<file path="config.mk">
export PLATFORM = sky130hd
export DESIGN_NAME = guest_privilege_trap_logic
export DESIGN_NICKNAME = d
export VERILOG_FILES = /design/src/include/guest_trap_pkg.sv /design/src/hdl/guest_trap_classify.sv /design/src/hdl/guest_privilege_trap_logic.sv
export VERILOG_INCLUDE_DIRS = /design/src /design/src/include
export SDC_FILE = /design/constraint.sdc
export NUM_CORES = 1
export LEC_CHECK = 0
export ABC_AREA = 0
export BUFFER_PORTS_ARGS = -buffer_cell sky130_fd_sc_hd__buf_2
export CAP_MARGIN = 0
export CORE_ASPECT_RATIO = 0.75
export CORE_MARGIN = 10
export CORE_UTILIZATION = 30
export DETAILED_ROUTE_END_ITERATION = 16
export PLACE_DENSITY = 0.69
export REMOVE_ABC_BUFFERS = 1
export SLEW_MARGIN = 10
export SYNTH_ARGS = -nofsm -noshare
export SYNTH_HDL_FRONTEND = slang
export SYNTH_SLANG_ARGS = --single-unit
</file>
<file path="constraint.sdc">
create_clock -name clk_sys_in -period 5.37 [get_ports clk_sys_in]
set_clock_uncertainty 0.2 [all_clocks]
set_input_delay 0.2685 -clock clk_sys_in [delete_from_list [all_inputs] [get_ports clk_sys_in]]
set_output_delay 0.2685 -clock clk_sys_in [all_outputs]
set_load 0.02 [all_outputs]
</file>
<file path="src/include/guest_trap_map.svh">
// register offsets, field positions, reset values and encodings of the guest trap unit
`ifndef GUEST_TRAP_MAP_SVH
`define GUEST_TRAP_MAP_SVH

// bus address is {register number[4:0], select[2:0]}
`define GMC_ADDR 8'h66
`define CAUSE_ADDR 8'h68
`define EVT_STATUS_ADDR 8'hf8
`define EVT_CLEAR_ADDR 8'hf9
`define EVT_ENABLE_ADDR 8'hfa

// guest_mode_control fields
`define GMC_TRAP_ALL_BIT 0
`define GMC_XLATE_BIT 1
`define GMC_TIMER_BIT 2
`define GMC_CACHE_BIT 3
`define GMC_CONFIG_BIT 4
`define GMC_REDIRECT_BIT 5
`define GMC_WIDTH 6
`define GMC_RESET 6'h00

// root cause fields
`define CAUSE_CODE_LSB 2
`define CAUSE_CODE_MSB 6
`define CAUSE_KIND_LSB 8
`define CAUSE_KIND_MSB 10
`define HYPV_CAUSE_CODE 5'h1b
`define RSVD_CAUSE_CODE 5'h0a

// event bits of status, clear and enable
`define EVT_SW_FIELD 0
`define EVT_HW_FIELD 1
`define EVT_PRIV_SENSE 2
`define EVT_RSVD_REDIRECT 3
`define EVT_HYPERVISOR_CALL_INSN 4
`define EVT_COUNT 5

// guest context resources that the targeted enables gate
`define REG_TIMER_COUNT 5'h09
`define REG_TIMER_COMPARE 5'h0b
`define REG_CONFIG 5'h10
`define REG_XLATE_HI 5'h0a
`define REG_XLATE_LAST_LOW 5'h06

`endif

</file>
<file path="src/include/guest_trap_pkg.sv">
// types shared by the guest trap unit
package guest_trap_pkg;

  typedef enum logic [4:0] {
    OP_PLAIN,
    OP_READ_CP0,
    OP_WRITE_CP0,
    OP_TLB_LOCAL,
    OP_CACHE,
    OP_OTHER_PRIV,
    OP_HYPERVISOR_CALL_INSN,
    OP_MOVE_FROM_GUEST_WORD,
    OP_MOVE_TO_GUEST_WORD,
    OP_MOVE_FROM_GUEST_DWORD,
    OP_MOVE_TO_GUEST_DWORD,
    OP_GUEST_TLB_INVALIDATE,
    OP_GUEST_TLB_INVALIDATE_FLUSH,
    OP_GUEST_TLB_PROBE,
    OP_GUEST_TLB_READ,
    OP_GUEST_TLB_WRITE_INDEXED,
    OP_GUEST_TLB_WRITE_RANDOM
  } op_t;

  typedef enum logic [2:0] {
    MODE_ROOT_USER,
    MODE_ROOT_KERNEL,
    MODE_GUEST_USER,
    MODE_GUEST_KERNEL,
    MODE_DEBUG
  } mode_t;

  typedef enum logic [2:0] {
    EXC_NONE,
    EXC_SW_FIELD,
    EXC_HW_FIELD,
    EXC_PRIV_SENSE,
    EXC_RSVD_REDIRECT,
    EXC_HYPERVISOR_CALL_INSN,
    EXC_RSVD_LOCAL
  } exc_kind_t;

  typedef enum logic [2:0] {
    TLBG_NONE,
    TLBG_INV,
    TLBG_INV_FLUSH,
    TLBG_PROBE,
    TLBG_READ,
    TLBG_WRITE_IDX,
    TLBG_WRITE_RAND
  } tlb_op_t;

endpackage : guest_trap_pkg

</file>
<file path="src/hdl/guest_trap_classify.sv">
// combinational classification of one instruction against the guest trap controls
`timescale 1ns/1ps
`include "guest_trap_map.svh"

module guest_trap_classify
  import guest_trap_pkg::*;
(
  // instruction
  input wire op_t op_in,
  input wire mode_t mode_in,
  input wire logic [4:0] reg_in,
  input wire logic [2:0] sel_in,
  input wire logic field_change_in,
  input wire logic reserved_in,
  // controls
  input wire logic [`GMC_WIDTH-1:0] ctl_in,
  // decision
  output exc_kind_t kind_out,
  output logic cp0_rd_out,
  output logic cp0_wr_out,
  output logic dword_out,
  output tlb_op_t tlb_op_out
);

  function automatic logic is_xlate_reg(input logic [4:0] r);
    is_xlate_reg = (r <= `REG_XLATE_LAST_LOW) || (r == `REG_XLATE_HI);
  endfunction : is_xlate_reg

  function automatic logic is_timer_reg(input logic [4:0] r, input logic [2:0] s);
    is_timer_reg = (s == 3'h0) && ((r == `REG_TIMER_COUNT) || (r == `REG_TIMER_COMPARE));
  endfunction : is_timer_reg

  logic guest_k;
  logic root_side;
  logic gated;
  logic is_cp0;

  always_comb begin
    guest_k = (mode_in == MODE_GUEST_KERNEL);
    root_side = (mode_in == MODE_ROOT_KERNEL) || (mode_in == MODE_DEBUG);
    is_cp0 = (op_in == OP_READ_CP0) || (op_in == OP_WRITE_CP0);
    gated = 1'b0;
    if (is_cp0 && is_xlate_reg(reg_in) && ctl_in[`GMC_XLATE_BIT]) begin
      gated = 1'b1;
    end
    if (is_cp0 && is_timer_reg(reg_in, sel_in) && !ctl_in[`GMC_TIMER_BIT]) begin
      gated = 1'b1;
    end
    // config registers 0-7 are readable; only writes are gated
    if ((op_in == OP_WRITE_CP0) && (reg_in == `REG_CONFIG) && !ctl_in[`GMC_CONFIG_BIT]) begin
      gated = 1'b1;
    end
    if ((op_in == OP_TLB_LOCAL) && ctl_in[`GMC_XLATE_BIT]) begin
      gated = 1'b1;
    end
    if ((op_in == OP_CACHE) && !ctl_in[`GMC_CACHE_BIT]) begin
      gated = 1'b1;
    end
    kind_out = EXC_NONE;
    cp0_rd_out = 1'b0;
    cp0_wr_out = 1'b0;
    dword_out = 1'b0;
    tlb_op_out = TLBG_NONE;
    if (reserved_in) begin
      kind_out = ((mode_in == MODE_GUEST_KERNEL || mode_in == MODE_GUEST_USER) &&
                  ctl_in[`GMC_REDIRECT_BIT]) ? EXC_RSVD_REDIRECT : EXC_RSVD_LOCAL;
    end else begin
      unique case (op_in)
        OP_PLAIN: begin
        end
        OP_HYPERVISOR_CALL_INSN: begin
          kind_out = (guest_k || mode_in == MODE_ROOT_KERNEL) ? EXC_HYPERVISOR_CALL_INSN : EXC_RSVD_LOCAL;
        end
        OP_READ_CP0, OP_WRITE_CP0, OP_TLB_LOCAL, OP_CACHE, OP_OTHER_PRIV: begin
          if (guest_k) begin
            if (ctl_in[`GMC_TRAP_ALL_BIT] || gated) begin
              kind_out = EXC_PRIV_SENSE;
            end else if (op_in == OP_WRITE_CP0 && field_change_in) begin
              kind_out = EXC_SW_FIELD;
            end
          end
        end
        OP_MOVE_FROM_GUEST_WORD, OP_MOVE_TO_GUEST_WORD,
        OP_MOVE_FROM_GUEST_DWORD, OP_MOVE_TO_GUEST_DWORD: begin
          if (root_side) begin
            cp0_rd_out = (op_in == OP_MOVE_FROM_GUEST_WORD) ||
                         (op_in == OP_MOVE_FROM_GUEST_DWORD);
            cp0_wr_out = !cp0_rd_out;
            dword_out = (op_in == OP_MOVE_FROM_GUEST_DWORD) || (op_in == OP_MOVE_TO_GUEST_DWORD);
          end else begin
            kind_out = guest_k ? EXC_PRIV_SENSE : EXC_RSVD_LOCAL;
          end
        end
        default: begin
          if (mode_in == MODE_ROOT_KERNEL) begin
            unique case (op_in)
              OP_GUEST_TLB_INVALIDATE: tlb_op_out = TLBG_INV;
              OP_GUEST_TLB_INVALIDATE_FLUSH: tlb_op_out = TLBG_INV_FLUSH;
              OP_GUEST_TLB_PROBE: tlb_op_out = TLBG_PROBE;
              OP_GUEST_TLB_READ: tlb_op_out = TLBG_READ;
              OP_GUEST_TLB_WRITE_INDEXED: tlb_op_out = TLBG_WRITE_IDX;
              default: tlb_op_out = TLBG_WRITE_RAND;
            endcase
          end else begin
            kind_out = guest_k ? EXC_PRIV_SENSE : EXC_RSVD_LOCAL;
          end
        end
      endcase
    end
  end

endmodule : guest_trap_classify

</file>
<file path="src/hdl/guest_privilege_trap_logic.sv">
// guest privilege trap and exception control with its register port
// Operation
// - guest write to monitored field traps before it executes, field unchanged
// - fields with no hardware effect, like reduced power, still trap on change
// - hardware change of a monitored guest field raises a separate root exception
// - disabled privileged instruction in guest kernel traps to root instead
// - trap-all control makes every privileged operation in guest kernel trap
// - targeted controls gate translation, timer, cache ops and config 0-7 writes
// - redirect control sends guest reserved-instruction faults to root
// - hypervisor call traps to root from guest kernel and root kernel
// - word and dword moves between GPRs and guest CP0 from root mode
// - guest context moves also work in debug mode
// - guest TLB operations from root act on the guest TLB
// - guest mode control register sits at register 12 select 6
// - root traps report the hypervisor cause code at register 13 select 0
`timescale 1ns/1ps
`include "guest_trap_map.svh"

module guest_privilege_trap_logic
  import guest_trap_pkg::*;
#(
  parameter int DATA_W = 64
) (
  // clock and reset
  input wire logic clk_sys_in,
  input wire logic rst_n_in,
  // instruction at the trap stage
  input wire logic insn_valid_in,
  input wire op_t insn_op_in,
  input wire mode_t insn_mode_in,
  input wire logic [4:0] insn_reg_in,
  input wire logic [2:0] insn_sel_in,
  input wire logic insn_field_change_in,
  input wire logic insn_reserved_in,
  input wire logic [DATA_W-1:0] insn_gpr_in,
  // hardware initiated change of a monitored guest field
  input wire logic hw_field_change_in,
  // guest context register file and guest TLB
  input wire logic [DATA_W-1:0] guest_cp0_rdata_in,
  output logic guest_cp0_rd_out,
  output logic guest_cp0_wr_out,
  output logic guest_cp0_dword_out,
  output logic [7:0] guest_cp0_addr_out,
  output logic [DATA_W-1:0] guest_cp0_wdata_out,
  output tlb_op_t guest_tlb_op_out,
  output logic guest_tlb_strobe_out,
  // result to the pipeline
  output logic retire_out,
  output logic flush_out,
  output logic trap_out,
  output logic trap_to_root_out,
  output exc_kind_t trap_kind_out,
  output logic [4:0] trap_code_out,
  output logic [DATA_W-1:0] gpr_wdata_out,
  output logic gpr_we_out,
  // register port
  input wire logic [7:0] reg_addr_in,
  input wire logic [31:0] reg_wdata_in,
  input wire logic reg_wr_in,
  input wire logic reg_rd_in,
  output logic [31:0] reg_rdata_out,
  // interrupt
  output logic irq_out
);

  // local reserved faults keep their own code; every root trap, redirected ones too, gets the hypervisor code
  function automatic logic [4:0] cause_code(input exc_kind_t k);
    cause_code = (k == EXC_RSVD_LOCAL) ? `RSVD_CAUSE_CODE : `HYPV_CAUSE_CODE;
  endfunction : cause_code

  // one sticky status bit per kind of root trap
  function automatic logic [`EVT_COUNT-1:0] event_bit(input exc_kind_t k);
    event_bit = '0;
    unique case (k)
      EXC_SW_FIELD: event_bit[`EVT_SW_FIELD] = 1'b1;
      EXC_HW_FIELD: event_bit[`EVT_HW_FIELD] = 1'b1;
      EXC_PRIV_SENSE: event_bit[`EVT_PRIV_SENSE] = 1'b1;
      EXC_RSVD_REDIRECT: event_bit[`EVT_RSVD_REDIRECT] = 1'b1;
      EXC_HYPERVISOR_CALL_INSN: event_bit[`EVT_HYPERVISOR_CALL_INSN] = 1'b1;
      default: event_bit = '0;
    endcase
  endfunction : event_bit

  // control registers
  logic [`GMC_WIDTH-1:0] guest_mode_control;
  logic [`GMC_WIDTH-1:0] next_guest_mode_control;

  logic [4:0] cause_exc;
  logic [4:0] next_cause_exc;

  logic [2:0] cause_kind;
  logic [2:0] next_cause_kind;

  logic [`EVT_COUNT-1:0] evt_status;
  logic [`EVT_COUNT-1:0] next_evt_status;

  logic [`EVT_COUNT-1:0] evt_enable;
  logic [`EVT_COUNT-1:0] next_evt_enable;

  logic [31:0] next_reg_rdata;
  logic next_irq;

  // instruction result
  logic next_retire;
  logic next_flush;
  logic next_trap;
  logic next_to_root;
  exc_kind_t next_kind;
  logic [4:0] next_code;

  // guest context access
  logic next_cp0_rd;
  logic next_cp0_wr;
  logic next_dword;
  logic [7:0] next_cp0_addr;
  logic [DATA_W-1:0] next_cp0_wdata;

  // guest tlb access
  tlb_op_t next_tlb_op;
  logic next_tlb_strobe;

  // move-from return path
  logic rd_pending;
  logic next_rd_pending;
  logic rd_dword;
  logic next_rd_dword;
  logic [DATA_W-1:0] next_gpr_wdata;
  logic next_gpr_we;

  // classifier
  exc_kind_t cls_kind;
  logic cls_rd;
  logic cls_wr;
  logic cls_dword;
  tlb_op_t cls_tlb;

  guest_trap_classify u_classify (
    .op_in(insn_op_in),
    .mode_in(insn_mode_in),
    .reg_in(insn_reg_in),
    .sel_in(insn_sel_in),
    .field_change_in(insn_field_change_in),
    .reserved_in(insn_reserved_in),
    .ctl_in(guest_mode_control),
    .kind_out(cls_kind),
    .cp0_rd_out(cls_rd),
    .cp0_wr_out(cls_wr),
    .dword_out(cls_dword),
    .tlb_op_out(cls_tlb)
  );

  exc_kind_t take_kind;
  logic take_trap;

  // decide what the instruction in this cycle does
  always_comb begin
    // a hardware field change outranks the instruction, which is flushed for replay
    take_kind = EXC_NONE;
    if (hw_field_change_in) begin
      take_kind = EXC_HW_FIELD;
    end else if (insn_valid_in) begin
      take_kind = cls_kind;
    end
    take_trap = (take_kind != EXC_NONE);

    next_trap = take_trap;
    next_kind = take_kind;
    next_to_root = take_trap && (take_kind != EXC_RSVD_LOCAL);
    next_code = cause_code(take_kind);

    // a trapping instruction never retires and all younger ones are killed
    next_retire = insn_valid_in && !take_trap;
    next_flush = take_trap;

    // side effects are issued only for an instruction that retires
    next_cp0_rd = next_retire && cls_rd;
    next_cp0_wr = next_retire && cls_wr;
    next_dword = next_retire && cls_dword;
    next_cp0_addr = {insn_reg_in, insn_sel_in};
    next_cp0_wdata = cls_dword ? insn_gpr_in : DATA_W'($signed(insn_gpr_in[31:0]));
    next_tlb_strobe = next_retire && (cls_tlb != TLBG_NONE);
    next_tlb_op = next_tlb_strobe ? cls_tlb : TLBG_NONE;
    next_rd_pending = next_cp0_rd;
    next_rd_dword = cls_dword;

    // guest register data returns the cycle after the read strobe
    next_gpr_we = rd_pending;
    next_gpr_wdata = rd_dword ? guest_cp0_rdata_in :
                     DATA_W'($signed(guest_cp0_rdata_in[31:0]));
  end

  always_ff @(posedge clk_sys_in or negedge rst_n_in) begin
    if (!rst_n_in) begin
      retire_out <= 1'b0;
      flush_out <= 1'b0;
      trap_out <= 1'b0;
      trap_to_root_out <= 1'b0;
      trap_kind_out <= EXC_NONE;
      trap_code_out <= 5'h00;

      guest_cp0_rd_out <= 1'b0;
      guest_cp0_wr_out <= 1'b0;
      guest_cp0_dword_out <= 1'b0;
      guest_cp0_addr_out <= 8'h00;
      guest_cp0_wdata_out <= '0;
      guest_tlb_op_out <= TLBG_NONE;
      guest_tlb_strobe_out <= 1'b0;

      rd_pending <= 1'b0;
      rd_dword <= 1'b0;
      gpr_we_out <= 1'b0;
      gpr_wdata_out <= '0;
    end else begin
      retire_out <= next_retire;
      flush_out <= next_flush;
      trap_out <= next_trap;
      trap_to_root_out <= next_to_root;
      trap_kind_out <= next_kind;
      trap_code_out <= next_code;

      guest_cp0_rd_out <= next_cp0_rd;
      guest_cp0_wr_out <= next_cp0_wr;
      guest_cp0_dword_out <= next_dword;
      guest_cp0_addr_out <= next_cp0_addr;
      guest_cp0_wdata_out <= next_cp0_wdata;
      guest_tlb_op_out <= next_tlb_op;
      guest_tlb_strobe_out <= next_tlb_strobe;

      rd_pending <= next_rd_pending;
      rd_dword <= next_rd_dword;
      gpr_we_out <= next_gpr_we;
      gpr_wdata_out <= next_gpr_wdata;
    end
  end

  // register writes, cause capture and sticky events
  always_comb begin
    next_guest_mode_control = guest_mode_control;
    next_evt_enable = evt_enable;
    next_cause_exc = cause_exc;
    next_cause_kind = cause_kind;
    next_evt_status = evt_status;

    if (reg_wr_in && reg_addr_in == `GMC_ADDR) begin
      next_guest_mode_control = reg_wdata_in[`GMC_WIDTH-1:0];
    end

    if (reg_wr_in && reg_addr_in == `EVT_ENABLE_ADDR) begin
      next_evt_enable = reg_wdata_in[`EVT_COUNT-1:0];
    end

    if (reg_wr_in && reg_addr_in == `EVT_CLEAR_ADDR) begin
      next_evt_status = evt_status & ~reg_wdata_in[`EVT_COUNT-1:0];
    end

    // setting after clearing lets an event in the clear cycle survive
    if (next_to_root) begin
      next_cause_exc = next_code;
      next_cause_kind = next_kind;
      next_evt_status = next_evt_status | event_bit(next_kind);
    end

    // the level follows what status and enable will hold after this edge
    next_irq = |(next_evt_status & next_evt_enable);

    // unmapped addresses and the write-only clear register read as zero
    next_reg_rdata = 32'h0000_0000;
    if (reg_rd_in) begin
      unique case (reg_addr_in)
        `GMC_ADDR: next_reg_rdata[`GMC_WIDTH-1:0] = guest_mode_control;
        `CAUSE_ADDR: begin
          next_reg_rdata[`CAUSE_CODE_MSB:`CAUSE_CODE_LSB] = cause_exc;
          next_reg_rdata[`CAUSE_KIND_MSB:`CAUSE_KIND_LSB] = cause_kind;
        end
        `EVT_STATUS_ADDR: next_reg_rdata[`EVT_COUNT-1:0] = evt_status;
        `EVT_ENABLE_ADDR: next_reg_rdata[`EVT_COUNT-1:0] = evt_enable;
        default: next_reg_rdata = 32'h0000_0000;
      endcase
    end
  end

  always_ff @(posedge clk_sys_in or negedge rst_n_in) begin
    if (!rst_n_in) begin
      guest_mode_control <= `GMC_RESET;
      evt_enable <= '0;
      evt_status <= '0;
      cause_exc <= 5'h00;
      cause_kind <= 3'h0;

      reg_rdata_out <= 32'h0000_0000;
      irq_out <= 1'b0;
    end else begin
      guest_mode_control <= next_guest_mode_control;
      evt_enable <= next_evt_enable;
      evt_status <= next_evt_status;
      cause_exc <= next_cause_exc;
      cause_kind <= next_cause_kind;

      reg_rdata_out <= next_reg_rdata;
      irq_out <= next_irq;
    end
  end

endmodule : guest_privilege_trap_logic

</file>
# --- Word-level counts from Yosys, hierarchy flattened ---
# Cells that the tools add are included.
op_classes:
  magnitude_cmp: 1
  eq_ne: 35
  n_mux: 53
  n_bitwise: 4
  n_reduce_logical: 42
ops:
  columns: ["operator", "count"]
  rows:
  - ["$mux W64", 2]
  - ["$eq A5 B4 Y1 const B", 11]
  - ["$mux W3", 13]
  - ["$mux W1", 26]
  - ["$eq A8 B8 Y1 const B", 3]
  - ["$pmux W3 S4", 2]
  - ["$eq A5 B3 Y1 const B", 4]
  - ["$logic_and A1 B1 Y1", 20]
  - ["$mux W5", 4]
  - ["$eq A8 B7 Y1 const B", 2]
  - ["$pmux W3 S5", 1]
  - ["$eq A3 B2 Y1 const B", 4]
  - ["$eq A3 B3 Y1 const B", 4]
  - ["$mux W11", 1]
  - ["$reduce_or A11 Y1", 1]
  - ["$and A5 B5 Y5", 2]
  - ["$eq A5 B2 Y1 const B", 2]
  - ["$reduce_or A5 Y1", 2]
  - ["$logic_or A1 B1 Y1", 9]
  - ["$eq A3 B1 Y1 const B", 2]
  - ["$pmux W2 S3", 1]
  - ["$reduce_bool A3 Y1", 2]
  - ["$eq A5 B1 Y1 const B", 1]
  - ["$eq A5 B5 Y1 const B", 1]
  - ["other kinds (10)", 15]
word_totals:
  ff_bits: 213
  in_bits: 192
  out_inout_bits: 189
  wordCells: 157

# --- Depth between registers and ports, before layout ---
depth:
  ltp_word: 23
  mapped_depth: 9
  mapped_depth_nobuf: 8

# --- By module ---
# A second synthesis with hierarchy kept.
unflattened:
  hier_cells: 540
  hier_area_um2: 6528.8
modules_own_cells:
  columns: ["module", "n_inst", "cells_per_inst", "area_per_inst_um2", "seq_area_each_um2"]
  rows:
  - ["guest_privilege_trap_logic", 1, 463, 6068.3, 4629.4]
  - ["guest_trap_classify", 1, 77, 460.4, 0.0]

# --- Worst setup path after synthesis ---
# No wires, ideal clock.
synth_path:
  path_kind: "input to register"
  from: "input port insn_op_in[3]"
  to: "register guest_tlb_op_out[0]"
  setup_ns: 0.096
  arrival_time_ns: 2.127
  required_time_ns: 5.074
  setup_slack_ns: 2.948
  cell_stages: 8
  path_buffers: 1
  path_cell_list: "buf_6 or2_4 a311o_1 a211oi_2 a21oi_1 or3_4 or3_4 nor4_2"
synth_via:
  elab_chain_cells: 21
  word_cells_on_any_way: 52
  cone_classes: "eq/ne: 15; mux: 17; reduce/logical: 20"
synth_lines:
  columns: ["item", "line_no", "text"]
  rows:
  - ["start: declaration", "guest_privilege_trap_logic.sv:29", "input wire op_t insn_op_in,"]
  - ["$eq A5 B1 Y1 / $eq A5 B2 Y1 (equally long branches)", "guest_trap_classify.sv:41, guest_trap_classify.sv:68, guest_trap_classify.sv:50", null]
  - ["$logic_or A1 B1 Y1", "guest_trap_classify.sv:41", "is_cp0 = (op_in == OP_READ_CP0) || (op_in == OP_WRITE_CP0);"]
  - ["$logic_and A1 B1 Y1 (2 in a row)", "guest_trap_classify.sv:43", "if (is_cp0 && is_xlate_reg(reg_in) && ctl_in[`GMC_XLATE_BIT]) begin"]
  - ["$mux W1", "guest_trap_classify.sv:43", null]
  - ["$mux W1", "guest_trap_classify.sv:46", "if (is_cp0 && is_timer_reg(reg_in, sel_in) && !ctl_in[`GMC_TIMER_BIT]) begin"]
  - ["$mux W1", "guest_trap_classify.sv:50", "if ((op_in == OP_WRITE_CP0) && (reg_in == `REG_CONFIG) && !ctl_in[`GMC_CONFIG_BIT]) begin"]
  - ["$mux W1", "guest_trap_classify.sv:53", "if ((op_in == OP_TLB_LOCAL) && ctl_in[`GMC_XLATE_BIT]) begin"]
  - ["$mux W1", "guest_trap_classify.sv:56", "if ((op_in == OP_CACHE) && !ctl_in[`GMC_CACHE_BIT]) begin"]
  - ["[... 5 more ...]", null, null]
  - ["$mux W3", "guest_privilege_trap_logic.sv:161", "end else if (insn_valid_in) begin"]
  - ["$mux W3", "guest_privilege_trap_logic.sv:159", "if (hw_field_change_in) begin"]
  - ["$reduce_bool A3 Y1", "guest_privilege_trap_logic.sv:164", "take_trap = (take_kind != EXC_NONE);"]
  - ["$logic_not A1 Y1", "guest_privilege_trap_logic.sv:172", "next_retire = insn_valid_in && !take_trap;"]
  - ["$logic_and A1 B1 Y1", "guest_privilege_trap_logic.sv:172", null]
  - ["$logic_and A1 B1 Y1", "guest_privilege_trap_logic.sv:181", "next_tlb_strobe = next_retire && (cls_tlb != TLBG_NONE);"]
  - ["$mux W3 *", "guest_privilege_trap_logic.sv:182", "next_tlb_op = next_tlb_strobe ? cls_tlb : TLBG_NONE;"]
  - ["named net next_tlb_op[0]", "guest_privilege_trap_logic.sv:119", "tlb_op_t next_tlb_op;"]
  - ["end signal: assignment", "guest_privilege_trap_logic.sv:226", "guest_tlb_op_out <= next_tlb_op;"]
  - ["end: declaration", "guest_privilege_trap_logic.sv:45", "output tlb_op_t guest_tlb_op_out,"]
# The timed path passes the listed nets; every way through them passes the cells marked *.
# A chain may end at the register's enable or synchronous reset.

# --- Worst setup path after layout ---
layout_path:
  from: "input port insn_op_in[4]"
  to: "register guest_tlb_op_out[0]"
# Same word-level chain as after synthesis.

==> run metrics <==
FMAX 345.1 MHz; most prevalent standard cell on the critical path or3_4; Global Route Usage Sum 16.27%; Clock H-tree levels 4; type of the tightest min-delay check in -> reg; routed wire length per instance 18.22 µm; Total Routed Length 23490 µm; root buffer selected by CTS clkbuf_16; CP delay by family, top simple AND/OR/NAND/NOR gates; count of cell types in the netlist 53; net switching component of the power 0.9016 mW; count of flip-flops with a built-in enable after synthesis 0; mean number of vias per cell 4.360; total negative setup slack 0 ns; number of DRC violations after detailed routing 0; unrepaired setup endpoints after global routing no; violation count after the first detailed-routing iteration 295; Multi-input gate area 1708 µm²; via count of the first global-routing pass 6074; cell internal pwr 2.292 mW; detailed placer's ending HPWL 16940 µm; met1 layer usage reported by global route 18.19%; Power Total 3.193 mW; cell row count 46; biggest fanout along the worst timing path 13; Die Y-Extent 148.0 µm; register bit count reported by yosys 185; top cell types by occurrence after synthesis dfrtp_1, nand2_1, a21o_1, buf_4; CP Capture Type flip-flop; final RePlAce weighted congestion 0.8113; most instantiated flip-flop cell in the synthesis netlist dfrtp_1; Critical Path, Cell by Cell dlygate4sd3_1, buf_2, or2_4, a311o_1, a211oi_2, a21oi_1, buf_4, or3_4, or3_4, nor4_2; global-route wire length before repair 35740 µm; overall die width 190.6 µm; clock latency at the later pin of the worst-skew pair 0.43 ns; area overhead of the layout relative to synthesis 60.92%; path type of the worst setup path in -> reg; gate count after technology mapping 504; CP bufs+invs 3; worst voltage drop across the vdd grid 0.1694 mV; Seq/Total Area, Yosys 70.66%; Core Footprint 21300 µm²; worst-case register-to-register setup slack 2.81 ns; cell with the most instances after synthesis dfrtp_1; antenna-violating nets left 0; slowest stage cell, crit path dlygate4sd3_1; result of the run completed; clock buffer depth 2; Cell Pwr Density 302.9 nW/µm²; relative contribution of combinational cells to total power 13.8%; Register Area 4629 µm²; mapped cell area 6551 µm²; final net count 1176; number of failing hold endpoints at the final stage 0; most used routing layer in global routing met2; MaxCap Viol Count 0; data arrival time of the critical path 3.03 ns; Data required, critical path 5.50 ns; count of filler cells inserted in the layout 1869; Worst setup SP type input port; Async S/R FF share, synth 100.0%; Detailed Routing Iterations Pass 1 4; antenna violations before repair 5; Final Max Tran Viols 0; starting density of the core 30.76%; Avg Synthesized Cell Area 13.00 µm²; largest cells by area after synthesis dfrtp_1, nand2_1, a21o_1; slew at the pin with the worst max-slew slack 1.140 ns; fraction of power consumed by the clock network 39.7%; Reg clk slew, reported paths 0.07 ns; CTS Sinks 185; fraction of the cycle the final worst path needs 53.96%; I/O pin count 381; minimum clock period 2.898 ns; maximum single-stage delay on the critical path 0.54 ns; met3 track demand over resource in global routing 5.407%; total number of vias 5620; area of the die 28210 µm²; clock tree from TritonCTS yes; port buffer count 331; share of post-route cells with drive strength above 1 39.32%; post-synth top area share 70.66%; slew margin rel. 23.99%; Num CTS Buffers 17; warnings from Yosys 0; leakage 5.376 nW; GR Overflow Total 0; cell type with the highest aggregate area in the netlist dfrtp_1; met2 routing resource usage after global routing 28.70%; net switching fraction of the power 28.23%; maximum number of pins on one net before global-route repair 73; share of power burned in registers 46.5%; final count of negative-setup-slack endpoints 0
==> registers in the layout, indices dropped and copies added (netlist names), 2 cells and up <==
register	flops
gpr_wdata_out	64
guest_cp0_wdata_out	64
reg_rdata_out	10
guest_cp0_addr_out	8
guest_mode_control	6
evt_enable	5
evt_status	5
cause_kind	3
guest_tlb_op_out	3
trap_kind_out	3
cause_exc	2
trap_code_out	2
==> layer usage <==
metal	vias to the layer above	wire length [µm]
li1	2603	-
met3	27	1890
met5	-	13
met1	2755	8834
met4	2	321
met2	233	12430
==> area by class of cell <==
cell class / instances / share of cell area [%]
Inverter: 7 / 0.2492
Clock buffer: 17 / 4.035
Timing Repair Buffer: 485 / 30.28
Antenna cell: 4 / 0.09494
Clock inverter: 15 / 1.816
Tap cell: 288 / 3.418
Multi-Input combinational cell: 288 / 16.20
Sequential cell: 185 / 43.91
==> layout by cell type (no fill, tap or decap), types with 5 or more instances in the layout <==
cell           count
buf_2            330
nor2b_1           11
nor3_1             5
nor2_1            16
inv_1              5
clkinv_8           5
buf_4              6
nand2b_1           8
clkbuf_16         17
and3_1             6
a31oi_1            5
conb_1            24
dfrtp_1          185
a21o_1            35
mux2_2            14
nand2_1           89
a21oi_1           12
dlygate4sd3_1    148
mux2i_1            6
==> through the flow <==
stage | instances | hold WS [ns] | util [%] | instance area (µm²) | setup WS (ns)
global placement | 1105 | 0.1148 | 39.61 | 8434 | 2.511
CTS | 1285 | 0.04594 | 49.46 | 10530 | 2.462
floorplan | 480 | -0.2271 | - | 6352 | 1.867
global route | 1288 | 0.06509 | 49.49 | 10540 | 2.364
finish | 1289 | 0.07347 | 49.51 | 10540 | 2.472
detailed placement | 1105 | 0.1158 | 39.61 | 8434 | 2.522
==> power by group through the flow <==
stage / clock network [mW] / logic (mW) / registers [mW]
global placement: 0 / 0.352 / 1.51
finish: 1.27 / 0.442 / 1.48
floorplan: 0 / 0.0811 / 1.59
global route: 1.37 / 0.480 / 1.49
CTS: 1.31 / 0.445 / 1.48
detailed placement: 0 / 0.357 / 1.51
==> worst reg2reg max path, cell delays in order, from the launching register on <==
cell	delay (ns)
dfrtp_1	0.39
nor2_1	0.07
a311o_1	0.36
a211oi_2	0.15
a21oi_1	0.09
buf_4	0.19
or3_4	0.38
or3_4	0.38
nor4_2	0.25
==> kinds of logic after synthesis <==
family                    after synthesis  synth area share, %
muxes                                  20                3.323
and+or+nand+nor                       165                12.40
xor gates and xnor gates                2               0.2674
DFF                                   185                70.66
other                                   2               0.1146
AOI/OAI and AO/OA                      77                8.537
buffers and inverters                  53                4.698
==> worst paths after layout <==
| path | to | depth (start not counted) | start |
|---|---|---|---|
| max | guest_tlb_op_out[0]$_DFF_PN0_ | 10 | insn_op_in[4] |
| min | guest_tlb_op_out[0]$_DFF_PN0_ | 3 | insn_op_in[0] |
| max reg2reg | guest_tlb_op_out[0]$_DFF_PN0_ | 8 | guest_mode_control[3]$_DFFE_PN0P_ |
| min reg2reg | gpr_we_out$_DFF_PN0_ | 0 | next_gpr_we$_DFF_PN0_ |
| max in group asynchronous | reg_rdata_out[6]$_DFF_PN0_ | 3 | rst_n_in |
| min in group asynchronous | guest_cp0_wdata_out[7]$_DFF_PN0_ | 2 | rst_n_in |
==> timing repair <==
item	CTS	global route
resized for setup	0	0
setup buffers	0	0
endpoints found under the hold margin	233	0
hold buffers	148	0
Power figures use the tool's default switching activity.
